`src/core/iavs_cfg.svh`:
```
// Purpose: constants of the interrupt acknowledge vector sequencer
// Assumes: included by bare name
// Notes:   positions are bit indices of the host command byte
`ifndef IAVS_CFG_SVH
`define IAVS_CFG_SVH
// -----------------------------------------------------------------
// first-acknowledge opcode and fixed values
// -----------------------------------------------------------------
`define IAVS_CALL_OPCODE  8'hcd
`define IAVS_SPUR_LEVEL   3'h7
`define IAVS_NONE_IDX     4'h8
`define IAVS_RST_BYTE     8'h00
// -----------------------------------------------------------------
// first init word fields (reg_select low)
// -----------------------------------------------------------------
`define IAVS_I1_IC4       0
`define IAVS_I1_SINGLE    1
`define IAVS_I1_ADI       2
`define IAVS_I1_LTIM      3
`define IAVS_I1_TAG       4
`define IAVS_I1_VLO       7:5
// -----------------------------------------------------------------
// fourth init word and operation word fields
// -----------------------------------------------------------------
`define IAVS_I4_PTR       0
`define IAVS_I4_AEOS      1
`define IAVS_O_SEL        3
`define IAVS_O2_SPEC      6
`define IAVS_O2_EOS       5
`define IAVS_O2_LVL       2:0
`define IAVS_O3_RIS       0
`define IAVS_O3_RR        1
`define IAVS_O3_POLL      2
`define IAVS_O3_SMM       5
`define IAVS_O3_ESMM      6
`endif

```
`src/core/iavs_pkg.sv`:
```
// Purpose: types of the interrupt acknowledge vector sequencer
// Assumes: nothing
// Notes:   state enums only, constants sit in iavs_cfg.svh
package iavs_pkg;
   // acknowledge pulse progress
   typedef enum logic [1:0] {ACK_IDLE, ACK_GOT1, ACK_GOT2, ACK_LAST} iavs_ack_t;
   // init word sequence
   typedef enum logic [1:0] {INIT_W2, INIT_W3, INIT_W4, INIT_READY} iavs_init_t;
endpackage

```
`src/core/iavs_core.sv`:
```
// Purpose: eight-input priority interrupt controller core with acknowledge
//          sequencing for call mode and pointer mode, plus cascade logic
// Assumes: all pins asynchronous to clk, strobes held several clocks
// Notes:   fixed priority only; rotation and nested modes not built
//
// Implementation choices: the address-and-strobe port and the address map.
`timescale 1ns/1ps
`include "iavs_cfg.svh"

module iavs_sync #(
   parameter int         W    = 1,
   parameter logic [W-1:0] INIT = '0
) (
   input  wire logic         clk,
   input  wire logic         rst_n,
   input  wire logic [W-1:0] d,
   output logic      [W-1:0] q
);
   logic [W-1:0] meta_q;
   // two-stage synchroniser
   always_ff @(posedge clk or negedge rst_n) begin
      if (!rst_n) begin
         meta_q <= INIT;
         q      <= INIT;
      end else begin
         meta_q <= d;
         q      <= meta_q;
      end
   end
endmodule // iavs_sync

module iavs_core
   import iavs_pkg::*;
(
   // clock and reset
   input  wire logic       clk,
   input  wire logic       rst_n,
   // host port
   input  wire logic       cs_n,
   input  wire logic       wr_n,
   input  wire logic       rd_n,
   input  wire logic       reg_select,
   input  wire logic [7:0] data_in,
   output logic      [7:0] data_out,
   output logic            data_oe,
   // acknowledge and interrupt
   input  wire logic       ack_strobe_n,
   output logic            interrupt_out,
   // requests
   input  wire logic [7:0] request_input,
   // cascade
   input  wire logic [2:0] cascade_in,
   output logic      [2:0] cascade_out,
   output logic            cascade_oe,
   input  wire logic       slave_prog_buf_enable
);
   // -----------------------------------------------------------------
   // pin synchronisers
   // -----------------------------------------------------------------
   logic [2:0] strb_s;
   logic [8:0] hdat_s;
   logic       ack_s, master_s;
   logic [7:0] req_s;
   logic [2:0] cas_s;

   iavs_sync #(.W(3), .INIT(3'h7)) u_strb (.clk(clk), .rst_n(rst_n),
      .d({cs_n, wr_n, rd_n}), .q(strb_s));
   iavs_sync #(.W(9)) u_hdat (.clk(clk), .rst_n(rst_n),
      .d({reg_select, data_in}), .q(hdat_s));
   iavs_sync #(.W(1), .INIT(1'b1)) u_ack (.clk(clk), .rst_n(rst_n),
      .d(ack_strobe_n), .q(ack_s));
   iavs_sync #(.W(1), .INIT(1'b1)) u_spen (.clk(clk), .rst_n(rst_n),
      .d(slave_prog_buf_enable), .q(master_s));
   iavs_sync #(.W(8)) u_req (.clk(clk), .rst_n(rst_n),
      .d(request_input), .q(req_s));
   iavs_sync #(.W(3)) u_cas (.clk(clk), .rst_n(rst_n),
      .d(cascade_in), .q(cas_s));

   // -----------------------------------------------------------------
   // state
   // -----------------------------------------------------------------
   iavs_init_t init_q;
   iavs_ack_t  ack_q;
   logic [7:0] request_mask_reg_q, pending_request_reg_q, in_service_reg_q;
   logic [7:0] vector_high_bits_q, casc_q, req_prev_q, data_q;
   logic [2:0] vector_low_base_bits_q, lvl_q, cas_q;
   logic       single_q, ic4_q, ltim_q, adi_q, ptr_q, auto_end_of_service_q;
   logic       smm_q, ris_q, poll_q, spur_q, drive_q, cas_oe_q, int_q;
   logic       wr_act_q, rd_act_q, ack_prev_q;

   // -----------------------------------------------------------------
   // host strobe decode
   // -----------------------------------------------------------------
   logic       rd_act, wr_act, wr_done, rd_done, rsel;
   logic [7:0] cmd;
   logic       w_init1, w_end, w_opt, w_rsel, ready;
   assign wr_act  = ~strb_s[2] & ~strb_s[1];
   assign rd_act  = ~strb_s[2] & ~strb_s[0];
   assign wr_done = wr_act_q & ~wr_act;
   assign rd_done = rd_act_q & ~rd_act;
   assign rsel    = hdat_s[8];
   assign cmd     = hdat_s[7:0];
   assign ready   = (init_q == INIT_READY);
   // select line and data bits choose the word
   assign w_init1 = wr_done & ~rsel & cmd[`IAVS_I1_TAG];
   assign w_end   = wr_done & ~rsel & ~cmd[`IAVS_I1_TAG] & ~cmd[`IAVS_O_SEL] & ready;
   assign w_opt   = wr_done & ~rsel & ~cmd[`IAVS_I1_TAG] & cmd[`IAVS_O_SEL] & ready;
   assign w_rsel  = wr_done & rsel;

   // edge history of strobes and requests
   always_ff @(posedge clk or negedge rst_n) begin
      if (!rst_n) begin
         wr_act_q   <= 1'b0;
         rd_act_q   <= 1'b0;
         ack_prev_q <= 1'b1;
         req_prev_q <= '0;
      end else begin
         wr_act_q   <= wr_act;
         rd_act_q   <= rd_act;
         ack_prev_q <= ack_s;
         req_prev_q <= req_s;
      end
   end

   // -----------------------------------------------------------------
   // command words
   // -----------------------------------------------------------------
   always_ff @(posedge clk or negedge rst_n) begin
      if (!rst_n) begin
         init_q                 <= INIT_READY;
         request_mask_reg_q     <= '0;
         vector_high_bits_q     <= '0;
         vector_low_base_bits_q <= '0;
         casc_q                 <= '0;
         single_q               <= 1'b1;
         ic4_q                  <= 1'b0;
         ltim_q                 <= 1'b0;
         adi_q                  <= 1'b0;
         ptr_q                  <= 1'b0;
         auto_end_of_service_q  <= 1'b0;
         smm_q                  <= 1'b0;
         ris_q                  <= 1'b0;
         poll_q                 <= 1'b0;
      end else if (w_init1) begin
         init_q                 <= INIT_W2;
         request_mask_reg_q     <= '0;
         vector_low_base_bits_q <= cmd[`IAVS_I1_VLO];
         single_q               <= cmd[`IAVS_I1_SINGLE];
         ic4_q                  <= cmd[`IAVS_I1_IC4];
         ltim_q                 <= cmd[`IAVS_I1_LTIM];
         adi_q                  <= cmd[`IAVS_I1_ADI];
         ptr_q                  <= 1'b0;
         auto_end_of_service_q  <= 1'b0;
         smm_q                  <= 1'b0;
         ris_q                  <= 1'b0;
         poll_q                 <= 1'b0;
      end else if (w_rsel) begin
         unique case (init_q)
            INIT_W2: begin
               vector_high_bits_q <= cmd;
               init_q <= !single_q ? INIT_W3 : (ic4_q ? INIT_W4 : INIT_READY);
            end
            INIT_W3: begin
               casc_q <= cmd;
               init_q <= ic4_q ? INIT_W4 : INIT_READY;
            end
            INIT_W4: begin
               ptr_q                 <= cmd[`IAVS_I4_PTR];
               auto_end_of_service_q <= cmd[`IAVS_I4_AEOS];
               init_q                <= INIT_READY;
            end
            INIT_READY: request_mask_reg_q <= cmd;
         endcase
      end else if (w_opt) begin
         if (cmd[`IAVS_O3_RR]) ris_q <= cmd[`IAVS_O3_RIS];
         if (cmd[`IAVS_O3_ESMM]) smm_q <= cmd[`IAVS_O3_SMM];
         poll_q <= cmd[`IAVS_O3_POLL];
      end else if (rd_done) begin
         poll_q <= 1'b0;
      end
   end

   // -----------------------------------------------------------------
   // priority resolution
   // -----------------------------------------------------------------
   // lowest index wins, none gives 8
   function automatic logic [3:0] first_set(input logic [7:0] v);
      logic [3:0] r;
      r = `IAVS_NONE_IDX;
      for (int i = 7; i >= 0; i--) begin
         if (v[i]) r = 4'(i);
      end
      return r;
   endfunction

   logic [7:0] pend, eff_svc;
   logic [3:0] hp, hs, hs_raw;
   logic       irq, slave, master_cas, sel;
   assign pend    = pending_request_reg_q & ~request_mask_reg_q;
   // special mask hides in-service bits too
   assign eff_svc = in_service_reg_q & ~(smm_q ? request_mask_reg_q : 8'h00);
   // other inputs resolve regardless of a masked one
   assign hp      = first_set(pend);
   assign hs      = first_set(eff_svc);
   assign hs_raw  = first_set(in_service_reg_q);
   assign irq     = (hp < hs);
   assign slave      = ~single_q & ~master_s;
   assign master_cas = ~single_q & master_s;
   // slave selected only on id match
   assign sel     = slave ? (cas_s == casc_q[2:0]) : ~(master_cas & casc_q[lvl_q]);

   always_ff @(posedge clk or negedge rst_n) begin
      if (!rst_n) int_q <= 1'b0;
      else        int_q <= irq;
   end

   // -----------------------------------------------------------------
   // acknowledge sequencing
   // -----------------------------------------------------------------
   logic ack_fall, ack_rise, vec_pulse, take, end_seq;
   assign ack_fall  = ack_prev_q & ~ack_s;
   assign ack_rise  = ~ack_prev_q & ack_s;
   assign vec_pulse = ack_fall & (ack_q == ACK_GOT1);
   // vector pulse moves request into service
   assign take      = vec_pulse & ~spur_q & (sel | ~slave); // master records cascaded input
   assign end_seq   = ack_rise & (ack_q == ACK_LAST);

   // pulse counter, back to idle after last
   always_ff @(posedge clk or negedge rst_n) begin
      if (!rst_n) begin
         ack_q <= ACK_IDLE;
      end else begin
         unique case (ack_q)
            ACK_IDLE: if (ack_fall) ack_q <= ACK_GOT1;
            // call mode waits for a third pulse
            ACK_GOT1: if (ack_fall) ack_q <= ptr_q ? ACK_LAST : ACK_GOT2;
            ACK_GOT2: if (ack_fall) ack_q <= ACK_LAST;
            ACK_LAST: if (ack_rise) ack_q <= ACK_IDLE;
         endcase
      end
   end

   always_ff @(posedge clk or negedge rst_n) begin
      if (!rst_n) begin
         lvl_q  <= '0;
         spur_q <= 1'b0;
      end else if (ack_fall && ack_q == ACK_IDLE) begin
         // nothing pending answers as input 7
         spur_q <= (hp == `IAVS_NONE_IDX);
         lvl_q  <= (hp == `IAVS_NONE_IDX) ? `IAVS_SPUR_LEVEL : hp[2:0];
      end
   end

   // pending latch, set wins over clear
   always_ff @(posedge clk or negedge rst_n) begin
      if (!rst_n) begin
         pending_request_reg_q <= '0;
      end else if (w_init1) begin
         pending_request_reg_q <= '0;
      end else begin
         pending_request_reg_q <= ((pending_request_reg_q & ~(take ? 8'h01 << lvl_q : 8'h00))
            | (ltim_q ? req_s : req_s & ~req_prev_q)) & (ltim_q ? req_s : 8'hff);
      end
   end

   // in-service latch, set wins over clear
   logic [7:0] svc_clr;
   always_comb begin
      svc_clr = '0;
      // end command clears highest or named bit
      if (w_end && cmd[`IAVS_O2_EOS]) begin
         if (cmd[`IAVS_O2_SPEC])        svc_clr = 8'h01 << cmd[`IAVS_O2_LVL];
         else if (hs_raw[3] == 1'b0)    svc_clr = 8'h01 << hs_raw[2:0];
      end
      if (end_seq && auto_end_of_service_q && !spur_q) svc_clr = svc_clr | (8'h01 << lvl_q);
   end
   always_ff @(posedge clk or negedge rst_n) begin
      if (!rst_n) in_service_reg_q <= '0;
      else in_service_reg_q <= (in_service_reg_q & ~svc_clr) | (take ? 8'h01 << lvl_q : 8'h00);
   end

   // -----------------------------------------------------------------
   // data bus
   // -----------------------------------------------------------------
   logic [7:0] vec_lo;
   assign vec_lo = adi_q ? {vector_low_base_bits_q, lvl_q, 2'b00}
                         : {vector_low_base_bits_q[2:1], lvl_q, 3'b000};

   always_ff @(posedge clk or negedge rst_n) begin
      if (!rst_n) begin
         data_q  <= `IAVS_RST_BYTE;
         drive_q <= 1'b0;
      end else if (ack_fall) begin
         unique case (ack_q)
            ACK_IDLE: begin
               // opcode first; pointer mode stays released
               data_q  <= `IAVS_CALL_OPCODE;
               drive_q <= ~ptr_q & ~slave;
            end
            ACK_GOT1: begin
               data_q  <= ptr_q ? {vector_high_bits_q[7:3], lvl_q} : vec_lo;
               drive_q <= sel;
            end
            // high address byte on third pulse
            default: begin
               data_q  <= vector_high_bits_q;
               drive_q <= sel;
            end
         endcase
      end else if (ack_rise) begin
         drive_q <= 1'b0;
      end else if (!drive_q) begin
         data_q <= poll_q ? {irq, 4'h0, hp[2:0]} : rsel ? request_mask_reg_q
                 : ris_q ? in_service_reg_q : pending_request_reg_q;
      end
   end

   // -----------------------------------------------------------------
   // cascade drive
   // -----------------------------------------------------------------
   // master holds slave id for the whole sequence
   always_ff @(posedge clk or negedge rst_n) begin
      if (!rst_n) begin
         cas_q    <= '0;
         cas_oe_q <= 1'b0;
      end else if (ack_fall && ack_q == ACK_IDLE) begin
         cas_oe_q <= master_cas;
         cas_q    <= (hp != `IAVS_NONE_IDX && casc_q[hp[2:0]]) ? hp[2:0] : 3'h0;
      end else if (end_seq) begin
         cas_oe_q <= 1'b0;
      end
   end

   // outputs
   assign data_out      = data_q;
   assign data_oe       = rd_act | (drive_q & ~ack_s);
   assign interrupt_out = int_q;
   assign cascade_out   = cas_q;
   assign cascade_oe    = cas_oe_q;
endmodule // iavs_core

```
`config.mk`:
```
export PLATFORM = sky130hd
export DESIGN_NAME = iavs_core
export DESIGN_NICKNAME = d
export VERILOG_FILES = /design/src/core/iavs_pkg.sv /design/src/core/iavs_core.sv
export VERILOG_INCLUDE_DIRS = /design/src /design/src/core
export SDC_FILE = /design/constraint.sdc
export NUM_CORES = 1
export LEC_CHECK = 0
export ABC_AREA = 1
export BUFFER_PORTS_ARGS = -buffer_cell sky130_fd_sc_hd__buf_4
export CAP_MARGIN = 30
export CELL_PAD_IN_SITES_DETAIL_PLACEMENT = 1
export CELL_PAD_IN_SITES_GLOBAL_PLACEMENT = 1
export CORE_UTILIZATION = 40
export CTS_CLUSTER_SIZE = 24
export DETAILED_ROUTE_END_ITERATION = 7
export HOLD_SLACK_MARGIN = 0.02
export PLACE_DENSITY = 0.84
export SLEW_MARGIN = 20
export SYNTH_ARGS = -nofsm -noshare
export SYNTH_HDL_FRONTEND = slang
export SYNTH_HIERARCHICAL = 1
export SYNTH_SLANG_ARGS = --single-unit
```
`constraint.sdc`:
```
create_clock -name clk -period 1.7 [get_ports clk]
set_clock_uncertainty 0.15 [all_clocks]
set_input_delay 0.17 -clock clk [delete_from_list [all_inputs] [get_ports clk]]
set_output_delay 0.17 -clock clk [all_outputs]
set_load 0.02 [all_outputs]
```
# Word-level counts from Yosys, hierarchy flattened
# Cells that the tools add are included.
[totals]
inputBits = 27
elab_cells = 232
ff_bits = 135
out_inout_bits = 14
[classes]
eq_ne = 16
bitwise_logic = 56
magnitude_cmp = 3
n_reduce_logical = 28
shifts = 3
mux = 86
[op_table]
columns = ["cell", "count"]
rows = [
  ["two-way mux 8 bit", 19],
  ["two-way mux 4 bit", 24],
  ["bitwise AND 8 bit", 6],
  ["inverter 8 bit", 5],
  ["two-way mux 1 bit", 28],
  ["OR 8 bit", 3],
  ["<< shifter 1 x 3 -> 8 bit, first input constant", 3],
  ["bitwise AND 1 bit", 23],
  ["inverter 1 bit", 17],
  ["case mux 8 bit (2 select lines)", 1],
  ["nonzero test 2 bit", 8],
  ["two-way mux 2 bit", 7],
  ["inequality test 2 bit, second input constant", 6],
  ["AND reduction 3 bit", 4],
  ["AND reduction 2 bit", 5],
  ["== test 2 bit, second input constant", 4],
  ["less-than comparator 3 x 4 -> 1 bit, second input constant", 2],
  ["case mux 2 bit (4 select lines)", 1],
  ["binary-select mux 1 bit (select 3 bit)", 2],
  ["two-way mux 3 bit", 2],
  ["two-way mux 6 bit", 1],
  ["case mux 2 bit (3 select lines)", 1],
  ["logical AND 1 bit", 5],
  ["== test 2 x 1 -> 1 bit, second input constant", 2],
  ["11 further kinds", 13],
]

# Logic depth before layout (Yosys ltp)
[depth]
depth_word = 17
mapped_depth = 15
ltp_nobuf = 15

# By module
# The synthesis kept the hierarchy.
[by_module_without_submodules]
columns = ["mod", "seq_area_each_um2", "cells_per_inst", "n_inst", "area_per_inst_um2"]
rows = [
  ["iavs_core", 2132.0, 623, 1, 4778.3],
  ["iavs_sync at u_hdat", 450.4, 18, 1, 450.4],
  ["iavs_sync at u_req", 400.4, 16, 1, 400.4],
  ["iavs_sync at u_strb", 157.7, 6, 1, 157.7],
  ["iavs_sync at u_cas", 150.1, 6, 1, 150.1],
  ["iavs_sync at u_ack ...", 52.6, 2, 2, 52.6],
]

# Least setup slack after synthesis
# No wires, ideal clock.
[synth_path]
kind = "register -> register"
start = "reg smm_q"
end = "reg data_q[7], in the netlist data_out[7]"
path_stages_with_launch = 10
setup_ps = 73
t_arrival_ps = 1601
slack_ps = -124
required_ps = 1477
period_less_slack_ps = 1824
n_path_buf = 0
path_cell_list = "dfrtp_1 inv_2 o21ai_0 nand2_1 nor2_1 nand2_1 ha_1 a21oi_1 nand3_2 a21oi_2"
[synth_between]
elab_chain_len = 16
[synth_lines]
columns = ["item", "line_no", "rtl"]
rows = [
  ["start: declaration", "iavs_core.sv:88", "logic smm_q, ris_q, poll_q, spur_q, drive_q, cas_oe_q, int_q;"],
  ["start signal: assignment", "iavs_core.sv:176", "if (cmd[`IAVS_O3_ESMM]) smm_q <= cmd[`IAVS_O3_SMM];"],
  ["two-way mux 8 bit (*)", "iavs_core.sv:201", "assign eff_svc = in_service_reg_q & ~(smm_q ? request_mask_reg_q : 8'h00);"],
  ["inverter 8 bit (*)", "iavs_core.sv:201", ""],
  ["bitwise AND 8 bit (*)", "iavs_core.sv:201", ""],
  ["two-way mux 4 bit (7 in series)", "iavs_core.sv:191", "if (v[i]) r = 4'(i);"],
  ["two-way mux 4 bit (*)", "iavs_core.sv:191", ""],
  ["less-than comparator 4 bit (*)", "iavs_core.sv:206", "assign irq = (hp < hs);"],
  ["two-way mux 8 bit (*)", "iavs_core.sv:313", "data_q <= poll_q ? {irq, 4'h0, hp[2:0]} : rsel ? request_mask_reg_q"],
  ["two-way mux 8 bit (*)", "iavs_core.sv:312", "end else if (!drive_q) begin"],
  ["two-way mux 8 bit (*)", "iavs_core.sv:310", "end else if (ack_rise) begin"],
  ["two-way mux 8 bit (*)", "iavs_core.sv:293", "end else if (ack_fall) begin"],
  ["end signal: assignment", "iavs_core.sv:291", "data_q <= `IAVS_RST_BYTE;"],
  ["end signal: assignment", "iavs_core.sv:297", "data_q <= `IAVS_CALL_OPCODE;"],
  ["end signal: assignment", "iavs_core.sv:313", ""],
  ["end: declaration", "iavs_core.sv:85", "logic [7:0] vector_high_bits_q, casc_q, req_prev_q, data_q;"],
]
# Every way passes the cells marked *; elsewhere a longest branch is shown, timed or not. The select of a mux whose other input is x is not followed.
# A chain may end at the register's enable or synchronous reset.

# Final worst setup path
[layout_path]
start = "reg request_mask_reg_q[5]"
end = "reg data_q[7], in the netlist data_out[7]"
[layout_between]
elab_chain_len = 14
elab_cells_between_ends = 22
classes_between = "1 x order compare; 17 x mux; 4 x bitwise"
[layout_lines]
columns = ["item", "line_no", "rtl"]
rows = [
  ["start: declaration", "iavs_core.sv:84", "logic [7:0] request_mask_reg_q, pending_request_reg_q, in_service_reg_q;"],
  ["start signal: assignment", "iavs_core.sv:172", "INIT_READY: request_mask_reg_q <= cmd;"],
  ["two-way mux 8 bit", "iavs_core.sv:201", ""],
  ["inverter 8 bit", "iavs_core.sv:201", ""],
  ["bitwise AND 8 bit", "iavs_core.sv:201", ""],
  ["two-way mux 4 bit (6 in series)", "iavs_core.sv:191", ""],
  ["less-than comparator 4 bit (*)", "iavs_core.sv:206", ""],
  ["two-way mux 8 bit (*)", "iavs_core.sv:313", ""],
  ["two-way mux 8 bit (*)", "iavs_core.sv:312", ""],
  ["two-way mux 8 bit (*)", "iavs_core.sv:310", ""],
  ["two-way mux 8 bit (*)", "iavs_core.sv:293", ""],
]
# Marked as above.

==> metrics <==
FP Rows 44; final WL 33400 microns; Setup crit start kind flop; Pre-Repair DR Iteration Count 7; Die H 125 microns; number of clock buffers inserted by TritonCTS 17; Clock Tree Root clkbuf_16; dominant cell by count in the synthesized netlist nand2_1; nets 944; GP Congestion a little over 0.9; Multi-input gate area approximately 3600 sq um; GRT met1 Usage around 40%; actual slew at the worst max-slew pin around 0.67 ns; vias in the first global route roughly 6700; Final min period approximately 2.1 ns; Core Area between 10000 and 15000 sq um; Max Root-Sink Buffers 2; largest net degree at the start of global routing 50; Worst EP required around 1.9 ns; CP bufs+invs 2; # fillers 1496; syn avg cell area about 9.0 sq um; PD cells 1620 nW/um^2; GRT busiest layer met2; class of the worst hold path input port to asynchronous set/reset pin; Syn Std Cell Area between 6000 and 7000 sq um; crit path DAT around 2.3 ns; layout cell share with drive strength beyond 1 56.2%; IR drop worst, VDD 0.00132 V; GR Util met3 7.60%; Mapped Cells about 670; r2r startpoint request_mask_reg_q[5]$_DFFE_PN0P_; Primary FF master, synth dfrtp_1; Final Hold Vio Count 0; EDFF count, synth 0; leakage power about 4.8 nW; post-route insts no fill between 1000 and 1500; Crit path max-delay family simple AND/OR/NAND/NOR gates; number of library cell types mapped by synthesis between 40 and 50; Total Power ~17 mW; Area contributors post-synth dfrtp_1, nand2_1, dfstp_2; Worst Slack Setup Final -0.373 ns; # IOs 41; failing checks design-rule violations, negative setup slack; initial antenna violation count 0; vias per inst between 6 and 7; final setup vio count 75; Slew HR between 50% and 60%; Commonest cells post-synth nand2_1, dfrtp_1, inv_1; Max-cap violations 0; Yosys reg bits 135; Yosys top cell area share around 50%; crit-path max FO 3; dpl cells roughly 1000; Largest stage delay, worst path approximately 0.41 ns; R2R Path End data_out[7]$_DFFE_PN0P_; synth warn 6; first-pass GRT wire length 38900 microns; Slowest-stage cell, CP dfrtp_1; clk_lat worst skew around 0.45 ns; hold slack ~0.051 ns; Fmax roughly 480 MHz; clock sink count roughly 140; port bufs 40; Die Span X ~120 microns; Total GRT Usage 33.8%; antenna-violating nets left 0; cells on worst reg2reg path 11; Seq/Total Area, Yosys 56.2%; FF+latch area approximately 3400 sq um; Congestion Overflow GR 0; routing usage on met2 between 50% and 60%; CTS tree built; CTS HTree Levels 4; Detail Placement HPWL 15200 microns; Clock transition at path regs around 0.070 ns; largest area contributor in the netlist dfrtp_1; Critical Path End Type flop; final core occ 70.1%; critical path type flop to flop; post-synthesis async set-or-reset flop share between 90% and 100%; Iteration-0 DRC Markers ~600; Net Count, Synth roughly 700; Final Max Slew Viols 0; area delta synth->final 69.8%; status finished, violations left; Final period util 122%; n_diodes 0; initial core utilization about two fifths; worst slack at placement -0.291 ns; cell chain of the critical path inv_2, o21ai_2, nand2_2, nor2_2, nand2_1, ha_4, nand2_1, inv_2, nand2_2, nand3_2, a21oi_2; RSZ-0062 raised after global routing yes; DRC Markers 6; R2R Setup Slk -0.37 ns; die area about 16000 sq um; vias between 6000 and 7000; routed len/inst about 30 microns
[per-stage QoR]
stage,TNS [ns],area (sq um)
after CTS,-1.95,9040
after detailed placement,-6.61,7340
after global placement,-3.79,7340
after floorplan,-0.105,6070
after global routing,-14.27,10300
final,-12.85,10300
[area by class of cell]
cell class,count,share of cell area [%]
clock buffer,19,4.32
clock inverter,13,2.10
inverter,80,3.27
multi-input combinational,444,34.7
sequential,135,33.2
tap,184,2.24
timing repair buffer,225,20.2
[placed cells by master, fill, tap and decap left out, types with 7 or more instances in the layout]
| cell | netlist | layout |
|---|---|---|
| nor2_4 | 0 | 11 |
| a21oi_2 | 4 | 21 |
| nor2_1 | 37 | 21 |
| dfrtp_1 | 121 | 116 |
| clkbuf_16 | 0 | 20 |
| inv_1 | 71 | 45 |
| nand3_2 | 6 | 23 |
| dfstp_2 | 14 | 14 |
| nor2_2 | 4 | 9 |
| o21ai_0 | 69 | 23 |
| inv_4 | 1 | 7 |
| a21oi_1 | 33 | 10 |
| nand3_1 | 35 | 10 |
| buf_4 | 1 | 150 |
| nand2_4 | 4 | 34 |
| o21ai_2 | 1 | 36 |
| nand3_4 | 0 | 8 |
| o21ai_1 | 19 | 24 |
| nand2_2 | 7 | 35 |
| inv_2 | 7 | 24 |
| buf_12 | 0 | 9 |
| buf_6 | 0 | 33 |
| nand2_1 | 158 | 95 |
| dlygate4sd3_1 | 0 | 26 |
| a21oi_4 | 1 | 7 |
[registers in the layout, indices dropped and copies added (netlist names), 2 cells and up]
name	flops
init_q	2
u_hdat/meta_q	9
data_out	8
request_mask_reg_q	8
vector_high_bits_q	8
in_service_reg_q	8
ack_q	2
u_strb/meta_q	3
u_req/q	8
req_prev_q	8
cascade_out	3
pending_request_reg_q	8
u_strb/q	3
u_cas/meta_q	3
u_hdat/q	9
casc_q	8
u_req/meta_q	8
lvl_q	3
u_cas/q	3
vector_low_base_bits_q	3
[worst register-to-register path: stages (launching register included)]
cell and delay, ns:
dfrtp_1 0.41, inv_2 0.10, o21ai_2 0.22, nand2_2 0.11
nor2_2 0.18, nand2_1 0.14, ha_4 0.32, nand2_1 0.07
inv_2 0.08, nand2_2 0.06, nand3_2 0.06, a21oi_2 0.05
[logic make-up (layout without fill, tap and decap cells)]
| kind of cell | after synthesis | count (layout) | synth area share [%] |
|---|---|---|---|
| and+or+nand+nor | 270 | 270 | 19.9 |
| xor gates and xnor gates | 3 | 3 | 0.435 |
| adders and majority gates | 14 | 14 | 2.90 |
| buffers and inverters | 94 | 337 | 6.07 |
| AOI/OAI and AO/OA | 157 | 157 | 14.5 |
| DFF | 135 | 135 | 56.2 |
[where the power goes]
group	leakage, nW	switching (mW)	total (mW)	internal, mW
clock network	0.319	1.64	4.30	2.66
registers	1.63	0.799	4.73	3.93
logic	2.82	4.67	7.61	2.94
[repair_timing]
action | CTS | global route
setup buffers | 20 | 33
pin swaps | 42 | 60
endpoints found under the setup margin | 55 | 66
hold endpoints to repair | 157 | 0
cloned | 0 | 3
resized for setup | 184 | 241
hold buffers | 26 | 0
[how the worst max path moves through the flow]
stage,startpoint,end,slack (ns),cells past startpoint
final,request_mask_reg_q[5]$_DFFE_PN0P_,data_out[7]$_DFFE_PN0P_,-0.37,11
after global routing,smm_q$_DFFE_PN0P_,data_out[7]$_DFFE_PN0P_,-0.39,11
after CTS,smm_q$_DFFE_PN0P_,data_out[7]$_DFFE_PN0P_,-0.13,11
after detailed placement,request_mask_reg_q[2]$_DFFE_PN0P_,interrupt_out$_DFF_PN0_,-0.29,9
after global placement,request_mask_reg_q[2]$_DFFE_PN0P_,data_out[7]$_DFFE_PN0P_,-0.22,10
after floorplan,u_ack/q$_DFF_PN1_,data_out[7]$_DFFE_PN0P_,-0.07,6
[routing by layer]
layer | up-vias | part of all wire (%) | wire [microns]
met1 | 3460 | 37 | 12500
met3 | 181 | 7.3 | 2430
li1 | 2701 | - | -
met2 | 465 | 49 | 16300
met4 | 0 | 6.4 | 2130
met5 | - | 0 | 0
Power figures use the tool's default switching activity.
